## src/qec_params.svh

```systemverilog
`ifndef QEC_PARAMS_SVH
`define QEC_PARAMS_SVH
`define QEC_CTRL_ADDR 5'h00
`define QEC_CONF_ADDR 5'h04
`define QEC_POS_ADDR 5'h08
`define QEC_ICAP_ADDR 5'h0C
`define QEC_GEC_ADDR 5'h10
`define QEC_CTRL_MASK 16'hBF7F
`define QEC_CTRL_RESET 16'h0000
`define QEC_B_EN 15
`define QEC_B_SIDL 13
`define QEC_B_PIM 10
`define QEC_B_IMVB 9
`define QEC_B_IMVA 8
`define QEC_B_DIV 4
`define QEC_B_CPOL 3
`define QEC_B_GATE 2
`define QEC_B_CCM 0
`define QEC_B_SWAP 0
`define QEC_B_APOL 1
`define QEC_B_BPOL 2
`define QEC_B_IDLE 3
`endif

```

## src/qec_pkg.sv

```systemverilog
package qec_pkg;
    typedef enum logic [2:0] {
        QEC_PI_FREE, QEC_PI_EVERY, QEC_PI_NEXT, QEC_PI_HOME1,
        QEC_PI_HOME2, QEC_PI_GEC, QEC_PI_MOD, QEC_PI_RSVD
    } qec_position_init_mode_t;
    typedef struct packed {
        logic a;
        logic b;
        logic idx;
        logic home;
    } qec_pins_t;
endpackage : qec_pkg

```

## src/qec_top.sv

```systemverilog
// The AXI4-Lite register port and the register offsets are this design's own decisions.
`timescale 1ns/1ps
`default_nettype none
`include "qec_params.svh"
module qec_top (
    // Clock and reset
    input wire logic aclk,
    input wire logic aresetn,
    // Encoder pins
    input wire qec_pkg::qec_pins_t pins,
    // AXI4-Lite write
    input wire logic [4:0] s_awaddr,
    input wire logic s_awvalid,
    output logic s_awready,
    input wire logic [31:0] s_wdata,
    input wire logic [3:0] s_wstrb,
    input wire logic s_wvalid,
    output logic s_wready,
    output logic [1:0] s_bresp,
    output logic s_bvalid,
    input wire logic s_bready,
    // AXI4-Lite read
    input wire logic [4:0] s_araddr,
    input wire logic s_arvalid,
    output logic s_arready,
    output logic [31:0] s_rdata,
    output logic [1:0] s_rresp,
    output logic s_rvalid,
    input wire logic s_rready,
    // Status
    output logic [31:0] position,
    output logic index_match
);
    import qec_pkg::*;

    // ==========================================================
    // Registers
    logic [15:0] encoder_control;
    logic [3:0] conf;
    logic [31:0] index_capture_register;
    logic [31:0] greater_equal_compare_register;
    logic [31:0] pos;
    logic aw_held, w_held;
    logic [4:0] aw_addr;
    logic [31:0] w_data;
    logic [3:0] w_strb;
    logic pos_wr;

    // ==========================================================
    // Pin synchronisers, three stages
    qec_pins_t s1, s2, s3, st;
    always_ff @(posedge aclk) begin
        if (!aresetn) begin
            s1 <= '0;
            s2 <= '0;
            s3 <= '0;
            st <= '0;
        end else begin
            s1 <= pins;
            s2 <= s1;
            s3 <= s2;
            st <= (s2 == s3) ? s3 : st;
        end
    end

    // ==========================================================
    // Count clock divider
    logic [7:0] div_cnt;
    logic tick;
    logic [2:0] div_sel;
    assign div_sel = encoder_control[`QEC_B_DIV +: 3];
    always_ff @(posedge aclk) begin
        if (!aresetn) begin
            div_cnt <= 8'h00;
            tick <= 1'b0;
        end else begin
            tick <= (div_cnt == 8'((1 << div_sel) - 1));
            div_cnt <= (div_cnt == 8'((1 << div_sel) - 1)) ? 8'h00 : 8'(div_cnt + 8'h01);
        end
    end

    // ==========================================================
    // Phase conditioning and index match
    logic pa, pb, run, timer_mode, match;
    logic [1:0] counter_mode_field;
    qec_position_init_mode_t pim;
    assign pa = (conf[`QEC_B_SWAP] ? st.b : st.a) ^ conf[`QEC_B_APOL];
    assign pb = (conf[`QEC_B_SWAP] ? st.a : st.b) ^ conf[`QEC_B_BPOL];
    assign counter_mode_field = encoder_control[`QEC_B_CCM +: 2];
    assign pim = qec_position_init_mode_t'(encoder_control[`QEC_B_PIM +: 3]);
    assign timer_mode = counter_mode_field[1];
    assign match = (pa == encoder_control[`QEC_B_IMVA])
        && (pb == encoder_control[`QEC_B_IMVB]);
    assign run = encoder_control[`QEC_B_EN]
        && !(encoder_control[`QEC_B_SIDL] && conf[`QEC_B_IDLE]);

    // ==========================================================
    // Index and home event detection
    logic idx_d, home_d, idx_ev, home_ev;
    logic [1:0] home_idx;
    logic armed;
    always_ff @(posedge aclk) begin
        if (!aresetn) begin
            idx_d <= 1'b0;
            home_d <= 1'b0;
        end else begin
            idx_d <= st.idx;
            home_d <= st.home;
        end
    end
    assign idx_ev = st.idx && !idx_d && match;
    assign home_ev = st.home && !home_d;
    always_ff @(posedge aclk) begin
        if (!aresetn) begin
            armed <= 1'b0;
            home_idx <= 2'b00;
        end else if (!run) begin
            armed <= armed;
        end else if (home_ev) begin
            armed <= 1'b1;
            home_idx <= 2'b00;
        end else if (idx_ev && armed) begin
            home_idx <= 2'(home_idx + 2'b01);
            armed <= !((pim == QEC_PI_HOME1) || (home_idx == 2'b01));
        end
    end

    // ==========================================================
    // Position counter
    logic prev_a, prev_b, step, up;
    always_ff @(posedge aclk) begin
        if (!aresetn) begin
            prev_a <= 1'b0;
            prev_b <= 1'b0;
        end else if (tick) begin
            prev_a <= pa;
            prev_b <= pb;
        end
    end
    assign step = tick && ((pa ^ prev_a) || (pb ^ prev_b));
    assign up = ((pa ^ prev_b) ^ encoder_control[`QEC_B_CPOL]);
    logic load_ic, clr_idx, clr_gec;
    always_comb begin
        load_ic = 1'b0;
        clr_gec = 1'b0;
        clr_idx = 1'b0;
        if (!timer_mode) begin
            case (pim)
                QEC_PI_EVERY: clr_idx = idx_ev;
                QEC_PI_NEXT: load_ic = idx_ev;
                QEC_PI_HOME1: load_ic = idx_ev && armed && home_idx == 2'b00;
                QEC_PI_HOME2: load_ic = idx_ev && armed && home_idx == 2'b01;
                QEC_PI_GEC: clr_gec = (pos == greater_equal_compare_register);
                default: load_ic = 1'b0;
            endcase
        end
    end
    always_ff @(posedge aclk) begin
        if (!aresetn) begin
            pos <= 32'h0000_0000;
        end else if (pos_wr) begin
            pos <= w_data;
        end else if (!run) begin
            pos <= pos;
        end else if (counter_mode_field == 2'b00 && match) begin
            pos <= 32'h0000_0000;
        end else if (load_ic) begin
            pos <= index_capture_register;
        end else if (clr_gec || clr_idx) begin
            pos <= 32'h0000_0000;
        end else if (timer_mode) begin
            pos <= (tick && (!encoder_control[`QEC_B_GATE] || st.a)) ? pos + 32'h0000_0001 : pos;
        end else if (step) begin
            pos <= up ? pos + 32'h0000_0001 : pos - 32'h0000_0001;
        end
    end

    // ==========================================================
    // AXI4-Lite write path
    logic do_wr;
    assign do_wr = aw_held && w_held && !s_bvalid;
    assign pos_wr = do_wr && aw_addr == 5'(`QEC_POS_ADDR);
    always_ff @(posedge aclk) begin
        if (!aresetn) begin
            s_awready <= 1'b1;
            s_wready <= 1'b1;
            aw_addr <= 5'h00;
            w_data <= 32'h0000_0000;
            w_strb <= 4'h0;
            s_bvalid <= 1'b0;
            s_bresp <= 2'b00;
        end else begin
            if (s_awvalid && s_awready) begin
                s_awready <= 1'b0;
                aw_addr <= s_awaddr;
            end
            if (s_wvalid && s_wready) begin
                s_wready <= 1'b0;
                w_data <= s_wdata;
                w_strb <= s_wstrb;
            end
            if (do_wr) begin
                s_awready <= 1'b1;
                s_wready <= 1'b1;
                s_bvalid <= 1'b1;
                s_bresp <= (aw_addr[1:0] == 2'b00 && aw_addr <= `QEC_GEC_ADDR) ? 2'b00 : 2'b10;
            end else if (s_bready) begin
                s_bvalid <= 1'b0;
            end
        end
    end
    assign aw_held = !s_awready;
    assign w_held = !s_wready;
    always_ff @(posedge aclk) begin
        if (!aresetn) begin
            encoder_control <= `QEC_CTRL_RESET;
            conf <= 4'h0;
            index_capture_register <= 32'h0000_0000;
            greater_equal_compare_register <= 32'h0000_0000;
        end else if (do_wr) begin
            case (aw_addr)
                `QEC_CTRL_ADDR: begin
                    if (w_strb[0])
                        encoder_control[7:0] <= w_data[7:0] & 8'(`QEC_CTRL_MASK);
                    if (w_strb[1])
                        encoder_control[15:8] <= w_data[15:8] & 8'(`QEC_CTRL_MASK >> 8);
                end
                `QEC_CONF_ADDR: if (w_strb[0]) conf <= w_data[3:0];
                `QEC_ICAP_ADDR: index_capture_register <= w_data;
                `QEC_GEC_ADDR: greater_equal_compare_register <= w_data;
                default: conf <= conf;
            endcase
        end
    end

    // ==========================================================
    // AXI4-Lite read path
    always_ff @(posedge aclk) begin
        if (!aresetn) begin
            s_rvalid <= 1'b0;
            s_rdata <= 32'h0000_0000;
            s_rresp <= 2'b00;
            s_arready <= 1'b1;
        end else if (s_arvalid && s_arready) begin
            s_rvalid <= 1'b1;
            s_arready <= 1'b0;
            s_rresp <= 2'b00;
            case (s_araddr)
                `QEC_CTRL_ADDR: s_rdata <= {16'h0000, encoder_control & `QEC_CTRL_MASK};
                `QEC_CONF_ADDR: s_rdata <= {28'h000_0000, conf};
                `QEC_POS_ADDR: s_rdata <= pos;
                `QEC_ICAP_ADDR: s_rdata <= index_capture_register;
                `QEC_GEC_ADDR: s_rdata <= greater_equal_compare_register;
                default: begin
                    s_rdata <= 32'h0000_0000;
                    s_rresp <= 2'b10;
                end
            endcase
        end else if (s_rready) begin
            s_rvalid <= 1'b0;
            s_arready <= 1'b1;
        end
    end

    // ==========================================================
    // Status outputs
    always_ff @(posedge aclk) begin
        if (!aresetn) begin
            position <= 32'h0000_0000;
            index_match <= 1'b0;
        end else begin
            position <= pos;
            index_match <= match;
        end
    end

    // ==========================================================
    // Checks
    a_stop_holds: assert property (@(posedge aclk) disable iff (!aresetn)
        (!run && !pos_wr) |=> $stable(pos)) else $error("count moved while stopped");
    a_idle_halts: assert property (@(posedge aclk) disable iff (!aresetn)
        (encoder_control[`QEC_B_SIDL] && conf[`QEC_B_IDLE] && !pos_wr) |=> $stable(pos))
        else $error("count moved while idle");
    a_match_clear: assert property (@(posedge aclk) disable iff (!aresetn)
        (run && !pos_wr && counter_mode_field == 2'b00 && match) |=> pos == 0) else $error("match no clear");
    a_next_load: assert property (@(posedge aclk) disable iff (!aresetn)
        (run && !pos_wr && counter_mode_field == 2'b01 && pim == QEC_PI_NEXT && idx_ev)
        |=> pos == $past(index_capture_register)) else $error("index load missed");
    a_gec_clear: assert property (@(posedge aclk) disable iff (!aresetn)
        (run && !pos_wr && counter_mode_field == 2'b01 && pim == QEC_PI_GEC
        && pos == greater_equal_compare_register) |=> pos == 0) else $error("gec clear");
    a_timer_ignores: assert property (@(posedge aclk) disable iff (!aresetn)
        (run && !pos_wr && timer_mode) |=> pos - $past(pos) <= 1) else $error("timer took init");
    a_ctrl_unused: assert property (@(posedge aclk) disable iff (!aresetn)
        encoder_control[14] == 1'b0 && encoder_control[7] == 1'b0) else $error("bit set");
    a_match_level: assert property (@(posedge aclk) disable iff (!aresetn)
        (conf[2:0] == 3'b000 && st.a != encoder_control[`QEC_B_IMVA]
        || conf[2:0] == 3'b111 && st.b == encoder_control[`QEC_B_IMVA]) |=> !index_match)
        else $error("match level wrong");
endmodule : qec_top
`default_nettype wire

```

## config.mk

```make
export PLATFORM = sky130hd
export DESIGN_NAME = qec_top
export DESIGN_NICKNAME = d
export VERILOG_FILES = /design/src/qec_pkg.sv /design/src/qec_top.sv
export VERILOG_INCLUDE_DIRS = /design/src /design/src/src
export SDC_FILE = /design/constraint.sdc
export NUM_CORES = 1
export LEC_CHECK = 0
export ABC_AREA = 1
export BUFFER_PORTS_ARGS = -buffer_cell sky130_fd_sc_hd__buf_2
export CAP_MARGIN = 20
export CORE_AREA = 2 2 169 171
export DETAILED_ROUTE_END_ITERATION = 10
export DIE_AREA = 0 0 171 173
export PLACE_DENSITY = 0.67
export SLEW_MARGIN = 20
export SYNTH_ARGS = -nofsm -noshare
export SYNTH_HDL_FRONTEND = slang
export SYNTH_SLANG_ARGS = --single-unit
```

## constraint.sdc

```tcl
create_clock -name aclk -period 2.6 [get_ports aclk]
set_clock_uncertainty 0.05 [all_clocks]
set_input_delay 0.52 -clock aclk [delete_from_list [all_inputs] [get_ports aclk]]
set_output_delay 0.52 -clock aclk [all_outputs]
set_load 0.02 [all_outputs]
```

* Word-level counts from Yosys, hierarchy flattened
Index checks and enable logic that the tools add are counted.
** Operators by class
- Reduce and logical (&&, ||, !) cells :: 51
- Shift operators :: 1
- Bitwise gates (word level) :: 7
- $add $sub $neg :: 5
- Order comparisons :: 1
- Equality and inequality tests :: 20
- Muxes and demuxes :: 30
** Operator list (count)
- 2-to-1 mux 32 bit :: 9
- case mux 32 bit (5 select lines) :: 1
- adder 32 x 1 -> 32 bit (second input constant) :: 1
- equality test 32 bit :: 1
- subtractor 32 x 1 -> 32 bit (second input constant) :: 1
- equality test 5 x 4 -> 1 bit (second input constant) :: 4
- logical AND 1 bit :: 19
- 2-to-1 mux 1 bit :: 15
- AND reduction 3 bit :: 4
- equality test 5 x 3 -> 1 bit (second input constant) :: 2
- equality test 5 bit (second input constant) :: 2
- logical NOT 5 bit :: 2
- adder 8 x 1 -> 8 bit (second input constant) :: 1
- equality test 8 bit :: 1
- logical NOT 1 bit :: 8
- 2-to-1 mux 2 bit :: 4
- nonzero test 2 bit :: 4
- left shift 1 x 3 -> 8 bit (first input constant) :: 1
- subtractor 8 x 2 -> 8 bit (second input constant) :: 1
- equality test 3 x 2 -> 1 bit (second input constant) :: 2
- equality test 3 bit (second input constant) :: 2
- logical NOT 2 bit :: 3
- inequality test 6 x 1 -> 1 bit (second input constant) :: 1
- AND reduction 2 bit :: 3
- 13 further kinds :: 23
** Storage, ports and cells
- Input bits :: 57
- Register bits after elaboration :: 259
- Word-level logic and storage cells :: 158

* Depth between registers and ports, before layout
- Depth after elaboration :: 13
- Depth in mapped cells :: 18
- Gate-level depth less buffers :: 16

* Worst setup path before layout
Ideal clock, no wire load.
- Path type :: reg2reg
- From :: register s_bvalid
- To :: register pos[11]
- Buffers on the path :: 1
- Path slack :: 0.657 ns
- Stages on the path, launching flop included :: 10
- Arrival time :: 1.781 ns
- Cells stage by stage :: dfxtp_1 > nor3_2 > inv_2 > nor2_4 > inv_2 > nand2_1 > clkbuf_1 > nand3_1 > nor2_1 > nor2_1
** On the way
- Longest elaborated chain between the ends :: 5
- Elaborated cells on any way between the ends :: 8
** Ends and longest elaborated chain
- start: declaration :: line qec_top.sv:20 : output logic s_bvalid,
- start signal: assignment :: line qec_top.sv:190 : s_bvalid <= 1'b0;
- start signal: assignment :: line qec_top.sv:205 : s_bvalid <= 1'b1;
- start signal: assignment :: line qec_top.sv:208 : s_bvalid <= 1'b0;
- logical NOT 1 bit * :: line qec_top.sv:181 : assign do_wr = aw_held && w_held && !s_bvalid;
- logical AND 1 bit * :: line qec_top.sv:181
- logical AND 1 bit * :: line qec_top.sv:182 : assign pos_wr = do_wr && aw_addr == 5'(`QEC_POS_ADDR);
- inequality test 6 x 1 -> 1 bit (no line) (tied with other cells)
- AND reduction 3 bit (no line)
- end signal: assignment :: line qec_top.sv:168 : pos <= index_capture_register;
- end signal: assignment :: line qec_top.sv:172 : pos <= (tick && (!encoder_control[`QEC_B_GATE] || st.a)) ? pos + 32'h0000_0001 : pos;
- end signal: assignment :: line qec_top.sv:174 : pos <= up ? pos + 32'h0000_0001 : pos - 32'h0000_0001;
- end: declaration :: line qec_top.sv:42 : logic [31:0] pos;
Mark *: on every way between the ends. The rest lies on a longest branch, timed or not.
A chain may end at the register's enable or synchronous reset.

* Worst setup path in the final report
- From :: register pos[5]
- To :: register pos[6]
** On the way
- Longest elaborated chain between the ends :: 9
- Elaborated cells on any way between the ends :: 18
** Ends and longest elaborated chain
- start signal: assignment :: line qec_top.sv:162 : pos <= w_data;
- start signal: assignment :: line qec_top.sv:164 : pos <= pos;
- start signal: assignment :: line qec_top.sv:168
- subtractor 32 x 1 -> 32 bit (tied with other cells) :: line qec_top.sv:174
- 2-to-1 mux 32 bit or 2-to-1 mux 1 bit (tied branches) :: line qec_top.sv:174, qec_top.sv:148
- 2-to-1 mux 32 bit or 2-to-1 mux 1 bit (tied branches) :: line qec_top.sv:173, qec_top.sv:147
- 2-to-1 mux 32 bit or logical OR 1 bit (tied branches) :: line qec_top.sv:171, qec_top.sv:169
- 2-to-1 mux 32 bit :: line qec_top.sv:169 : end else if (clr_gec || clr_idx) begin
- 2-to-1 mux 32 bit :: line qec_top.sv:167 : end else if (load_ic) begin
- 2-to-1 mux 32 bit :: line qec_top.sv:165 : end else if (counter_mode_field == 2'b00 && match) begin
- 2-to-1 mux 32 bit :: line qec_top.sv:163 : end else if (!run) begin
- 2-to-1 mux 32 bit :: line qec_top.sv:161 : end else if (pos_wr) begin
Several ways; a longest one is shown, not always the timed one. The select of a mux whose other input is x is not followed.

==> qor.txt <==
Status - finished, final reports clean
Critical R2R Launch - pos[5]
Dpl hpwl - 31,450 um
CTS Buf Count - 29
CTS Root Buffer Type - clkbuf_16
Top post-synthesis cells by count - 610 x nand2_1, 257 x dfxtp_1, 224 x nor2_1
Inst Count DP - 2,515
Sequential share of the synthesized area - 39.04%
Slew margin rel. - 47.78%
Post-synth top area share - 39.04%
Worst skew pair latency - 0.57 ns
Worst hold path class - in2reg
CTS sink count - 257
1st-iter DRT viols - 1,306
Buffers on Ports - 126
Clock slew at reported path FFs - 0.06 ns
Starting Density - 47.69%
Syn Std Cell Area - 13,180 um2
Main synth FF type - dfxtp_1
Power Density - 624.9 nW/um2
Leading post-synthesis cells by cell area - dfxtp_1 39%, nand2_1 17%, o21ai_0 7.4%, a21oi_1 6.7%, nor2_1 6.4%
Layout Nets - 2,230
H-tree depth - 1
Clock Path Buffers - 3
Initial antenna violation count - 0
Routed WL - 42,910 um
CTS tree - done
Worst reg2reg setup slack - 0.25 ns
DR WL/cell - 16.71 um
Core footprint - 27,630 um2
CP endpoint kind - flip-flop
Crit path launch type - flip-flop
Required time worst endpoint - 3.05 ns
RSZ-0062 raised after global routing - false
IO Pins - 131
Max-slew violations - 0
Largest net degree at the start of global routing - 84
Worst setup path end - pos[6]
Reg2reg path depth - 15
Avg Vias per Cell - 5.315
Final Critical Period - 2.350 ns
Final setup violating endpoints - 0
Fill cells - 2,827
YS warnings - 0
Worst setup path startpoint - pos[5]
PnR Total Power - 9579 uW
Yosys reg bits - 257
Post-Route Setup TNS - 0 ns
Cell accounting for the most synthesized area - dfxtp_1
GPL Wtd Cong - 0.9391
P_leak - 0.007558 uW
Post-Syn Instances - 2,058
TritonRoute pass-1 iters - 6
Setup CP Type - reg2reg
FMAX - 425.6 MHz
Die width - 171 um
Syn avg cell area - 6.403 um2
Hold Violations, Final - 0
Die area - 29,580 um2
Post-layout instance area - 15,330 um2
Hold-fix buffers, CTS - 0
All-Layer GR Usage - 28.82%
Final worst-path cycle share - 90.37%
Worst R2R End - pos[6]
CP Data Arrival Time - 2.80 ns
Share of cells above drive strength 1 - 12.24%
Async SR Flop Fraction - 0%
Post-synth cell types - 43
Post-synth EDFFs - 0
Number of global-route vias before repair - 12,530
Row count - 61
P&R area growth vs syn - 16.32%
Fin cells - 2,568
Via count - 13,650
Antenna Nets Post-Route - 0
CP Max Fanout - 13
First-pass GRT wire length - 68,090 um
Antenna fix cells - 0
Post-DP Area - 14,370 um2
Vert. Die Dim - 173 um
Max-cap violations - 0
Max VDD drop - 0.4600 mV
Worst-Margin Slew - 0.7824 ns
Total gr overflow - 0
Most common cell in the netlist - nand2_1
# DRC - 0
## flip-flops by register name, indices dropped and copies added (netlist names), 2 cells and up
name and flops:
st 4, w_strb 2, home_idx 2, aw_addr 5
s3 4, s1 4, pos 32, greater_equal_compare_register 32
s_rdata 32, index_capture_register 32, w_data 32, s2 4
div_cnt 8, conf 4, encoder_control 14, position 32
## cell families (layout without fill, tap and decap cells)
group                    after synthesis  count (layout)  share of synthesized area [%]
AND/OR/NAND/NOR                     1004            1004                          31.16
AO/OA/AOI/OAI                        416             416                          16.70
buffers and inverters                339             470                          10.20
flip-flops                           257             257                          39.04
XOR/XNOR                              36              36                          2.393
adder cells (fa/ha/maj)                5               5                         0.4747
other                                  1               2                        0.02846
## critical path, stage by stage (launching register included)
cell	delay [ns]
dfxtp_1	0.55
inv_1	0.18
nand2_1	0.09
nand2_1	0.10
nor2_1	0.11
nand2_1	0.06
nor2_1	0.09
nand3_1	0.10
nor2_1	0.22
nor2_2	0.08
nand3_4	0.08
nand2_2	0.12
buf_4	0.23
nand2_1	0.07
nand2_1	0.05
nor2_1	0.11
## what timing repair did
action,in CTS,in global routing
hold endpoints to repair,0,0
gates resized for setup,0,7
buffers inserted,0,0
setup endpoints to repair,0,9
## worst min path at each step
stage / from / endpoint / slack, ns / cells after the start
after floorplan: s1[0] / s2[0] / 0.34 / 2
after global placement: s1[2] / s2[2] / 0.34 / 2
after global routing: pins[0] / s1[0] / 0.09 / 3
after detailed placement: s1[2] / s2[2] / 0.35 / 2
after CTS: pins[1] / s1[1] / 0.06 / 3
final: pins[1] / s1[1] / 0.08 / 3
## layout make-up
cell class	count	area (um2)	share of cell area, %
multi-input combinational	1463	6721	43.85
clock buffer	40	817.0	5.330
inverter	226	848.3	5.534
clock inverter	13	126.4	0.8244
tap	378	473.0	3.085
timing repair buffer	191	1196	7.803
sequential	257	5146	33.57
## stage by stage
stage	hold slack (ns)	worst slack, ns	util [%]
floorplan	0.3405	0.6572	-
global placement	0.3421	0.2036	52.01
detailed placement	0.3471	0.2060	52.01
CTS	0.06286	0.1682	55.42
global route	0.09106	0.02288	55.48
finish	0.07889	0.2503	55.48
## cells in the final DEF, fill, tap and decap left out, types with 3 or more instances in the layout
master / synthesis / routed
a211oi_1: 3 / 3
a21oi_1: 177 / 177
buf_12: 0 / 6
buf_2: 33 / 125
buf_4: 2 / 60
clkbuf_1: 71 / 6
clkbuf_16: 0 / 29
clkbuf_8: 0 / 5
clkinv_2: 0 / 5
clkinv_4: 0 / 3
dfxtp_1: 257 / 256
ha_1: 5 / 5
inv_1: 219 / 219
inv_2: 6 / 6
nand2_1: 610 / 610
nand2_2: 5 / 5
nand3_1: 111 / 110
nand3_2: 3 / 4
nand3b_1: 6 / 6
nand4_1: 8 / 8
nor2_1: 224 / 222
nor2_2: 4 / 6
nor3_1: 19 / 17
nor3_2: 1 / 3
nor3b_1: 4 / 4
o211ai_1: 13 / 13
o21ai_0: 194 / 192
o21ai_1: 1 / 3
o221ai_1: 12 / 12
o22ai_1: 9 / 9
xnor2_1: 16 / 16
xor2_1: 20 / 20
## routing by layer
| layer | vias up | share of wire, % | global-route usage, % |
|---|---|---|---|
| li1 | 6779 | - | - |
| met1 | 6167 | 45 | 41.89 |
| met2 | 621 | 43 | 43.80 |
| met3 | 81 | 9.6 | 4.829 |
| met4 | 0 | 3.0 | 8.263 |
| met5 | - | 0 | 0 |
## report_power, final
| group | leakage, uW | total (uW) | internal (uW) | switching, uW |
|---|---|---|---|---|
| combinational | 0.00501 | 1420 | 475 | 947 |
| sequential | 0.00209 | 4130 | 4040 | 94.2 |
| clock | 0.000465 | 4020 | 2310 | 1710 |
| total | 0.00756 | 9580 | 6830 | 2750 |
Note: power is estimated with default switching activity, not from simulation.
